`src/design/disk_tag_pkg.sv`:
```
// Purpose: Shared constants and types for the drive tag bus interface
// Assumes: 100 MHz system clock
// Notes:   Times are given in ns, cycle counts derive from them
package disk_tag_pkg;
  localparam int CLK_PERIOD_NS   = 10;
  // ---------------------------------------------------------------
  // Timing
  // ---------------------------------------------------------------
  localparam int ADDR_SETUP_NS   = 200;
  localparam int ADDR_SETUP_CYC  = (ADDR_SETUP_NS + CLK_PERIOD_NS - 1)
                                   / CLK_PERIOD_NS;
  localparam int SECT_MARK_NS    = 1250;
  localparam int SECT_MARK_CYC   = SECT_MARK_NS / CLK_PERIOD_NS;
  localparam int INDEX_NS        = 2500;
  localparam int INDEX_CYC       = INDEX_NS / CLK_PERIOD_NS;
  localparam int ZERO_SEEK_NS    = 30000;
  localparam int ZERO_SEEK_CYC   = ZERO_SEEK_NS / CLK_PERIOD_NS;
  localparam int OFFSET_NS       = 2750000;
  localparam int SEEK_TIMEOUT_NS = 500000000;
  // ---------------------------------------------------------------
  // Limits and field positions
  // ---------------------------------------------------------------
  localparam logic [9:0] MAX_CYL     = 10'd822;
  localparam logic [4:0] MAX_SECT_18 = 5'd29;
  localparam logic [4:0] MAX_SECT_16 = 5'd31;
  localparam logic [2:0] HEAD_RESET  = 3'h0;
  localparam int BIT_WRITE_GATE = 0;
  localparam int BIT_READ_GATE  = 1;
  localparam int BIT_OFS_PLUS   = 2;
  localparam int BIT_OFS_MINUS  = 3;
  localparam int BIT_FAULT_CLR  = 4;
  localparam int BIT_RTZ        = 6;
  localparam int FLT_DC         = 0;
  localparam int FLT_HEAD       = 1;
  localparam int FLT_WRITE      = 2;
  localparam int FLT_OFF_CYL    = 3;
  localparam int FLT_WR_IN_RD   = 4;
  localparam int NUM_FAULTS     = 5;
  // ---------------------------------------------------------------
  // Types
  // ---------------------------------------------------------------
  typedef struct packed {
    logic fault;
    logic seekError;
    logic onCylinder;
    logic unitReady;
    logic writeProtected;
  } drive_status_t;
  typedef struct packed {
    logic writeGate;
    logic readGate;
    logic offsetPlus;
    logic offsetMinus;
  } drive_ctrl_t;
  typedef enum logic [3:0] {
    SK_IDLE   = 4'b0001,
    SK_MOVE   = 4'b0010,
    SK_SETTLE = 4'b0100,
    SK_RTZ    = 4'b1000
  } seek_state_t;
endpackage

```
`src/design/disk_tag_drive.sv`:
```
// Purpose: Drive side of the tag bus, sector timing and status lines
// Assumes: All inputs come from pins or sensors outside clk_sys
// Notes:   Every input but clk_sys and reset_n passes a two-stage synchroniser first

// Notes on behaviour
// - Three-bit unit address, presence line when fitted
// - Address stable 200 ns around presence
// - Presence follows plug insertion
// - Sector count steps on sector, clears on index
// - Count capped at 29 or 31
// - One index per turn, starts sector zero
// - Sector mark pulse 1.25 us wide
// - Fault output on any of five causes
// - Any fault blocks writing at once
// - Latched causes clear only once gone
// - Seek error on timeout, field exit, range
// - Range error fast, travel one track
// - Return to zero clears seek error
// - On cylinder drops for seeks and offsets
// - Ready needs speed, loaded heads, no fault
// - Write protect blocks and flags writes
// - First tag carries cylinder address
// - Second tag carries head number
// - Control bits for write and read gates
// - Control bits for servo offsets
// - Control bits for fault clear, zero return
module disk_tag_drive
  import disk_tag_pkg::*;
#(
  parameter int OFFSET_CYC       = OFFSET_NS / CLK_PERIOD_NS,
  parameter int SEEK_TIMEOUT_CYC = SEEK_TIMEOUT_NS / CLK_PERIOD_NS
) (
  input  wire logic          clk_sys,
  input  wire logic          reset_n,
  input  wire logic [2:0]    addrPlugIn,
  input  wire logic          plugFittedIn,
  input  wire logic [2:0]    tagIn,
  input  wire logic [9:0]    busIn,
  input  wire logic          sect32SelIn,
  input  wire logic          servoIndexIn,
  input  wire logic          servoSectorIn,
  input  wire logic          dcPowerFaultIn,
  input  wire logic          multiHeadIn,
  input  wire logic          writeCurrentFaultIn,
  input  wire logic          outOfFieldIn,
  input  wire logic          carriageArrivedIn,
  input  wire logic          speedOkIn,
  input  wire logic          headsLoadedIn,
  input  wire logic          writeProtectSwIn,
  input  wire logic          faultClearSwIn,
  input  wire logic          driveInitIn,
  output logic [2:0]         unitAddr,
  output logic               plugValid,
  output logic [4:0]         sectorCount,
  output logic               indexPulse,
  output logic               sectorMark,
  output drive_status_t      status,
  output logic               writeEnable,
  output logic               readEnable,
  output logic [2:0]         headSel,
  output logic               offsetPlus,
  output logic               offsetMinus,
  output logic               write_lock_error
);
  localparam int SYNC_W = 30;
  localparam int TMR_W  = $clog2(SEEK_TIMEOUT_CYC + 1);

  if (OFFSET_CYC < ZERO_SEEK_CYC
      || SEEK_TIMEOUT_CYC < OFFSET_CYC) begin : g_chk
    $error("Timer parameters out of order");
  end

  // ---------------------------------------------------------------
  // Input synchronisers
  // ---------------------------------------------------------------
  logic [SYNC_W-1:0] rawIn;
  logic [SYNC_W-1:0] syncA;
  logic [SYNC_W-1:0] syncB;
  assign rawIn = {addrPlugIn, plugFittedIn, tagIn, busIn, sect32SelIn,
                  servoIndexIn, servoSectorIn, dcPowerFaultIn, multiHeadIn,
                  writeCurrentFaultIn, outOfFieldIn, carriageArrivedIn,
                  speedOkIn, headsLoadedIn, writeProtectSwIn,
                  faultClearSwIn, driveInitIn};
  for (genvar i = 0; i < SYNC_W; i++) begin : g_sync
    always_ff @(posedge clk_sys or negedge reset_n) begin
      if (!reset_n) begin
        syncA[i] <= 1'b0;
        syncB[i] <= 1'b0;
      end else begin
        syncA[i] <= rawIn[i];
        syncB[i] <= syncA[i];
      end
    end
  end

  logic [2:0] addrIn;
  logic       plugIn;
  logic [2:0] tag;
  logic [9:0] bus;
  logic       sect32In;
  logic       idxIn;
  logic       secIn;
  logic       dcIn;
  logic       multiIn;
  logic       wcurIn;
  logic       fieldIn;
  logic       arrivedIn;
  logic       speedIn;
  logic       loadedIn;
  logic       wpIn;
  logic       clrSwIn;
  logic       initIn;
  assign {addrIn, plugIn, tag, bus, sect32In, idxIn, secIn, dcIn, multiIn,
          wcurIn, fieldIn, arrivedIn, speedIn, loadedIn, wpIn, clrSwIn,
          initIn} = syncB;

  logic [2:0] tagPrev;
  logic       idxPrev;
  logic       secPrev;
  always_ff @(posedge clk_sys or negedge reset_n) begin
    if (!reset_n) begin
      tagPrev <= 3'h0;
      idxPrev <= 1'b0;
      secPrev <= 1'b0;
    end else begin
      tagPrev <= tag;
      idxPrev <= idxIn;
      secPrev <= secIn;
    end
  end

  logic idxRise;
  logic secRise;
  logic tag1Rise;
  logic ctlTag;
  logic rtzCmd;
  logic faultClr;
  assign idxRise  = idxIn & ~idxPrev;
  assign secRise  = secIn & ~secPrev;
  assign tag1Rise = tag[0] & ~tagPrev[0];
  assign ctlTag   = tag[2];
  assign rtzCmd   = ctlTag & bus[BIT_RTZ];
  assign faultClr = (ctlTag & bus[BIT_FAULT_CLR]) | clrSwIn | initIn;

  // ---------------------------------------------------------------
  // Unit address plug
  // ---------------------------------------------------------------
  logic [4:0] addrCnt;
  always_ff @(posedge clk_sys or negedge reset_n) begin
    if (!reset_n) begin
      unitAddr  <= 3'h0;
      plugValid <= 1'b0;
      addrCnt   <= 5'h0;
    end else if (plugValid) begin
      if (!plugIn) begin
        plugValid <= 1'b0;
        addrCnt   <= 5'h0;
      end
    end else if (addrCnt < 5'(ADDR_SETUP_CYC)) begin
      addrCnt <= addrCnt + 5'h1;
    end else if (!plugIn || addrIn != unitAddr) begin
      unitAddr <= addrIn;
      addrCnt  <= 5'h0;
    end else begin
      plugValid <= 1'b1;
    end
  end

  // ---------------------------------------------------------------
  // Sector and index timing
  // ---------------------------------------------------------------
  logic       sect32;
  logic [4:0] sectMax;
  logic [7:0] idxCnt;
  logic [6:0] markCnt;
  assign sectMax = sect32 ? MAX_SECT_16 : MAX_SECT_18;
  always_ff @(posedge clk_sys or negedge reset_n) begin
    if (!reset_n) begin
      sect32      <= 1'b0;
      sectorCount <= 5'h0;
    end else if (idxRise) begin
      sect32      <= sect32In;
      sectorCount <= 5'h0;
    end else if (secRise && sectorCount < sectMax) begin
      sectorCount <= sectorCount + 5'h1;
    end
  end
  always_ff @(posedge clk_sys or negedge reset_n) begin
    if (!reset_n) begin
      idxCnt     <= 8'h0;
      indexPulse <= 1'b0;
    end else if (idxRise) begin
      idxCnt     <= 8'(INDEX_CYC - 1);
      indexPulse <= 1'b1;
    end else if (idxCnt != 8'h0) begin
      idxCnt <= idxCnt - 8'h1;
    end else begin
      indexPulse <= 1'b0;
    end
  end
  always_ff @(posedge clk_sys or negedge reset_n) begin
    if (!reset_n) begin
      markCnt    <= 7'h0;
      sectorMark <= 1'b0;
    end else if (idxRise || secRise) begin
      markCnt    <= 7'(SECT_MARK_CYC - 1);
      sectorMark <= 1'b1;
    end else if (markCnt != 7'h0) begin
      markCnt <= markCnt - 7'h1;
    end else begin
      sectorMark <= 1'b0;
    end
  end

  // ---------------------------------------------------------------
  // Head and control registers
  // ---------------------------------------------------------------
  drive_ctrl_t ctrl;
  always_ff @(posedge clk_sys or negedge reset_n) begin
    if (!reset_n) begin
      headSel <= HEAD_RESET;
    end else if (rtzCmd || initIn) begin
      headSel <= HEAD_RESET;
    end else if (tag[1]) begin
      headSel <= bus[2:0];
    end
  end
  always_ff @(posedge clk_sys or negedge reset_n) begin
    if (!reset_n) begin
      ctrl <= '0;
    end else if (initIn) begin
      ctrl <= '0;
    end else if (ctlTag) begin
      ctrl.writeGate   <= bus[BIT_WRITE_GATE];
      ctrl.readGate    <= bus[BIT_READ_GATE];
      ctrl.offsetPlus  <= bus[BIT_OFS_PLUS];
      ctrl.offsetMinus <= bus[BIT_OFS_MINUS];
    end
  end

  // ---------------------------------------------------------------
  // Fault latches
  // ---------------------------------------------------------------
  seek_state_t           seekState;
  logic                  onCyl;
  logic [NUM_FAULTS-1:0] cause;
  logic [NUM_FAULTS-1:0] faultLatch;
  logic                  faultNow;
  assign onCyl = (seekState == SK_IDLE);
  assign cause[FLT_DC]       = dcIn;
  assign cause[FLT_HEAD]     = multiIn;
  assign cause[FLT_WRITE]    = wcurIn;
  assign cause[FLT_OFF_CYL]  = (ctrl.writeGate | ctrl.readGate) & ~onCyl;
  assign cause[FLT_WR_IN_RD] = ctlTag & bus[BIT_WRITE_GATE] & ctrl.readGate;
  assign faultNow = (|cause) | (|faultLatch);
  for (genvar f = 0; f < NUM_FAULTS; f++) begin : g_fault
    always_ff @(posedge clk_sys or negedge reset_n) begin
      if (!reset_n) begin
        faultLatch[f] <= 1'b0;
      end else begin
        faultLatch[f] <= cause[f] | (faultLatch[f] & ~faultClr);
      end
    end
  end

  always_ff @(posedge clk_sys or negedge reset_n) begin
    if (!reset_n) begin
      writeEnable <= 1'b0;
      readEnable  <= 1'b0;
      offsetPlus  <= 1'b0;
      offsetMinus <= 1'b0;
    end else begin
      writeEnable <= ctrl.writeGate & ~faultNow & ~wpIn
                     & onCyl;
      readEnable  <= ctrl.readGate & onCyl;
      offsetPlus  <= ctrl.offsetPlus;
      offsetMinus <= ctrl.offsetMinus;
    end
  end
  always_ff @(posedge clk_sys or negedge reset_n) begin
    if (!reset_n) begin
      write_lock_error <= 1'b0;
    end else begin
      write_lock_error <= (wpIn & ctlTag & bus[BIT_WRITE_GATE])
                          | (write_lock_error & ~faultClr);
    end
  end

  // ---------------------------------------------------------------
  // Carriage positioning
  // ---------------------------------------------------------------
  logic [9:0]       curCyl;
  logic [9:0]       targetCyl;
  logic [TMR_W-1:0] seekTmr;
  logic             seekErr;
  logic             rangeErr;
  logic             timeoutErr;
  logic             ofsChange;
  assign rangeErr   = tag1Rise & (bus > MAX_CYL);
  assign timeoutErr = (seekState == SK_MOVE)
                      && seekTmr >= TMR_W'(SEEK_TIMEOUT_CYC);
  assign ofsChange  = ctlTag && (bus[BIT_OFS_PLUS] != ctrl.offsetPlus
                      || bus[BIT_OFS_MINUS] != ctrl.offsetMinus);
  always_ff @(posedge clk_sys or negedge reset_n) begin
    if (!reset_n) begin
      seekState <= SK_IDLE;
      curCyl    <= 10'h0;
      targetCyl <= 10'h0;
      seekTmr   <= '0;
    end else if (rtzCmd) begin
      seekState <= SK_RTZ;
      targetCyl <= 10'h0;
      seekTmr   <= '0;
    end else begin
      case (seekState)
        SK_IDLE: begin
          if (rangeErr) begin
            targetCyl <= curCyl + 10'h1;
            seekTmr   <= '0;
            seekState <= SK_MOVE;
          end else if (tag1Rise && bus == curCyl) begin
            seekTmr   <= TMR_W'(ZERO_SEEK_CYC);
            seekState <= SK_SETTLE;
          end else if (tag1Rise) begin
            targetCyl <= bus;
            seekTmr   <= '0;
            seekState <= SK_MOVE;
          end else if (ofsChange) begin
            seekTmr   <= TMR_W'(OFFSET_CYC);
            seekState <= SK_SETTLE;
          end
        end
        SK_MOVE, SK_RTZ: begin
          seekTmr <= seekTmr + 1'b1;
          if (arrivedIn) begin
            curCyl    <= targetCyl;
            seekState <= SK_IDLE;
          end else if (timeoutErr) begin
            seekState <= SK_IDLE;
          end
        end
        SK_SETTLE: begin
          if (seekTmr > TMR_W'(1)) begin
            seekTmr <= seekTmr - 1'b1;
          end else begin
            seekState <= SK_IDLE;
          end
        end
        default: seekState <= SK_IDLE;
      endcase
    end
  end
  always_ff @(posedge clk_sys or negedge reset_n) begin
    if (!reset_n) begin
      seekErr <= 1'b0;
    end else begin
      seekErr <= rangeErr | timeoutErr | fieldIn
                 | (seekErr & ~(rtzCmd | initIn));
    end
  end

  // ---------------------------------------------------------------
  // Status lines
  // ---------------------------------------------------------------
  always_ff @(posedge clk_sys or negedge reset_n) begin
    if (!reset_n) begin
      status <= '0;
    end else begin
      status.fault          <= faultNow;
      status.seekError      <= seekErr | rangeErr;
      status.onCylinder     <= onCyl;
      status.unitReady      <= speedIn & loadedIn & ~faultNow;
      status.writeProtected <= wpIn;
    end
  end
endmodule

```
`config.mk`:
```
export PLATFORM = sky130hd
export DESIGN_NAME = disk_tag_drive
export DESIGN_NICKNAME = d
export VERILOG_FILES = /design/src/design/disk_tag_pkg.sv /design/src/design/disk_tag_drive.sv
export SDC_FILE = /design/constraint.sdc
export NUM_CORES = 1
export LEC_CHECK = 0
export ABC_AREA = 1
export BUFFER_PORTS_ARGS = -buffer_cell sky130_fd_sc_hd__buf_2
export CAP_MARGIN = 0
export CORE_MARGIN = 5
export CORE_UTILIZATION = 35
export CTS_CLUSTER_DIAMETER = 40
export DETAILED_ROUTE_END_ITERATION = 12
export MAX_ROUTING_LAYER = met4
export SKIP_CTS_REPAIR_TIMING = 1
export SLEW_MARGIN = 20
export SYNTH_ARGS = -nofsm -noshare
export SYNTH_HDL_FRONTEND = slang
export SYNTH_SLANG_ARGS = --single-unit
```
`constraint.sdc`:
```
create_clock -name clk_sys -period 3.2 [get_ports clk_sys]
set_input_delay 0.32 -clock clk_sys [delete_from_list [all_inputs] [get_ports clk_sys]]
set_output_delay 0.32 -clock clk_sys [all_outputs]
set_load 0.005 [all_outputs]
```
==> reports/qor.txt <==
Met3 Use GR: 2.35%
Site Rows: 57
Final setup viols: 0
Arrival time worst endpoint: 2650 ps
Post-DP HPWL: 15100 µm
Share of cells above drive strength 1: 14.4%
Max Buffers Root-to-Sink: 2
Leading cell type in the layout, fill and taps excluded: nand2_1
Flop pwr share: 40.5%
Die Wd: 167 µm
Layout fillers: 2453
CTS Buf Count: 17
CP Launch Point: seekState[3]
Routed WL: 20400 µm
Largest net degree at the start of global routing: 73
Gate power share: 30.2%
Synth Cell Area: 8580 µm²
Max Clock Skew: 11.1 ps
Status: complete, no violations
Final nets: 1166
Final Non-Filler Cells: 1460
Via count: 7074
Initial Util: 35.4%
Vias in the first global route: 6698
Cell mode on critical path: nand2_1
M1 GR Usage: 21.2%
Crit-path slowest cell: dfrtp_1
VDD IR max: 0.000388 V
Initial antenna violation count: 0
Crit-path max cell delay: 410 ps
Crit path kind: reg2reg
FF-to-FF setup slack: 910 ps
Net switching power: 2820 µW
Pwr dens: 719 nW/µm²
Via density: 4.85
WL per Instance: 14.0 µm
Die height: 167 µm
CTS Root Cell: clkbuf_16
Max FO, Critical Path: 20
Die area: 27800 µm²
Clock power frac: 29.4%
Final GP Congestion: 0.967
Fin Setup TNS: 0 ps
Pre-antenna DRT Iters: 6
Sequential share of the synthesized area: 49.0%
Reg clk slew, reported paths: 80 ps
Period minus WS final: 2290 ps
Util after Layout: 41.1%
Yosys cell types: 51
Hold violation total from the final report: 0
DRC: 0
Post-Synthesis Cells: 1051
DRT iter0 DRCs: 442
Synth Flop Type: dfrtp_1
Sw Ratio: 39.4%
Worst Path Buf+Inv: 2
Relative slew margins: 52.5%
Yosys warns: 0
First-pass GRT wire length: 33900 µm
Core ar.: 24200 µm²
Worst Setup End Kind: flip-flop
Worst skew pair latency: 430 ps
Highest Clock Rate: 437 MHz
Num ports: 56
#FFs+latches synth: 168
Hold_sp: writeCurrentFaultIn
Post-synth EDFFs: 0
Met2 GRT Util: 23.3%
Leakage Power: 0.00468 µW
H-tree levels: 4
Top Usage Layer GRT: met2
Mean post-synth cell area: 8.17 µm²
CTS sink cnt: 168
Syn_nets: 1094
Worst path cell trace: nor2_1 > nand2_1 > nand2_1 > buf_4 > inv_2 > nand2_2 > o21a_2 > nand2_8 > nor2_4 > nand2_1 > o21ai_2
Total track usage: 15.3%
Final ANT Viol Nets: 0
Fin crit share: 71.4%
I/O Buffers: 55
Asr flop ratio synth: 100%
Placed cell count: 1406
RR Startpoint: seekState[3]
RSZ-0062 raised after global routing: false
Max Cap Violations: 0
Pint: 4340 µW
Total grt overflow: 0
Most frequent cells in the layout: 283 x nand2_1, 167 x dfrtp_1, 114 x inv_1, 110 x nand3_1, 80 x nor2_1
Type of origin of the critical path: flip-flop
Worst path top cell family by delay: simple AND/OR/NAND/NOR gates
Area Growth Syn to Fin: 16.1%
# diodes: 0
Slew Limit Fails: 0
Worst Tran Pin Value: 705 ps
Worst hold path class: in2reg
WP data required: 3560 ps
TritonCTS clock tree: yes
[logic make-up (layout without fill, tap and decap cells)]
kind of cell / after synthesis / after routing / synth area share, %
adder cells (fa/ha/maj): 11 / 11 / 1.60
XOR/XNOR: 21 / 21 / 2.14
AND/OR/NAND/NOR: 571 / 571 / 31.0
multiplexers: 3 / 3 / 0.394
flip-flops: 168 / 168 / 49.0
buffers and inverters: 149 / 234 / 7.43
AO/OA/AOI/OAI: 128 / 128 / 8.47
[per-stage QoR]
step | area (µm²) | power, µW | worst slack (ps) | hold slack, ps
finish | 9970 | 7160 | 914 | 5.80
global route | 9970 | 7650 | 743 | -5.04
CTS | 9750 | 7200 | 925 | -76.5
detailed placement | 9130 | 5060 | 936 | 335
global placement | 9130 | 5030 | 992 | 331
floorplan | 8580 | 4520 | 1450 | 24.4
[power by group through the flow]
stage,Sequential [µW],Combinational (µW),Clock (µW)
floorplan,2720,1790,0
global placement,2920,2110,0
detailed placement,2920,2140,0
CTS,2890,2140,2170
global route,2950,2450,2260
finish,2900,2160,2110
[sequential cells by signal (all words and copies together) (netlist names), 7 cells and up]
signal and flops:
idxCnt 8, targetCyl 10, seekTmr 26, curCyl 10, markCnt 7, syncA 30
bus 10
[synthesized netlist by cell type (all sizes together), types with 5 or more instances]
master    n  area share (%)
nor4      5            0.36
buf      23             1.9
a211oi    5            0.44
dfrtp   167              49
xnor2     9            0.92
nor3     14            0.87
nand2   295              13
or2       6            0.44
a21oi    16            0.93
ha       11             1.6
inv     121             5.3
nor2    108             6.4
nand3   117             7.4
nand4    19             1.4
o21ai    90             5.6
xor2     12             1.2
[layer usage]
| layer | share of wire [%] | up-vias |
|---|---|---|
| li1 | - | 3550 |
| met1 | 47 | 3322 |
| met2 | 46 | 177 |
| met3 | 4.9 | 25 |
| met4 | 1.8 | 0 |
| met5 | 0 | - |
[layout make-up]
type / instances / area (µm²) / share of cell area, %
Inverter: 122 / 460 / 4.62
Clock inverter: 14 / 179 / 1.80
Sequential cell: 168 / 4210 / 42.2
Tap cell: 324 / 405 / 4.07
Multi-Input combinational cell: 734 / 3740 / 37.5
Timing Repair Buffer: 80 / 537 / 5.39
Clock buffer: 18 / 439 / 4.41
[path summary, 6_finish.rpt]
kind                                     to  depth (start not counted)
min in group asynchronous       unitAddr[2]                          2
worst min-delay path               syncA[7]                          1
worst max register to register  seekTmr[17]                         11
worst min register to register     loadedIn                          0
worst max-delay path            seekTmr[17]                         11
max in group asynchronous        headSel[2]                          3
Power figures use the tool's default switching activity.
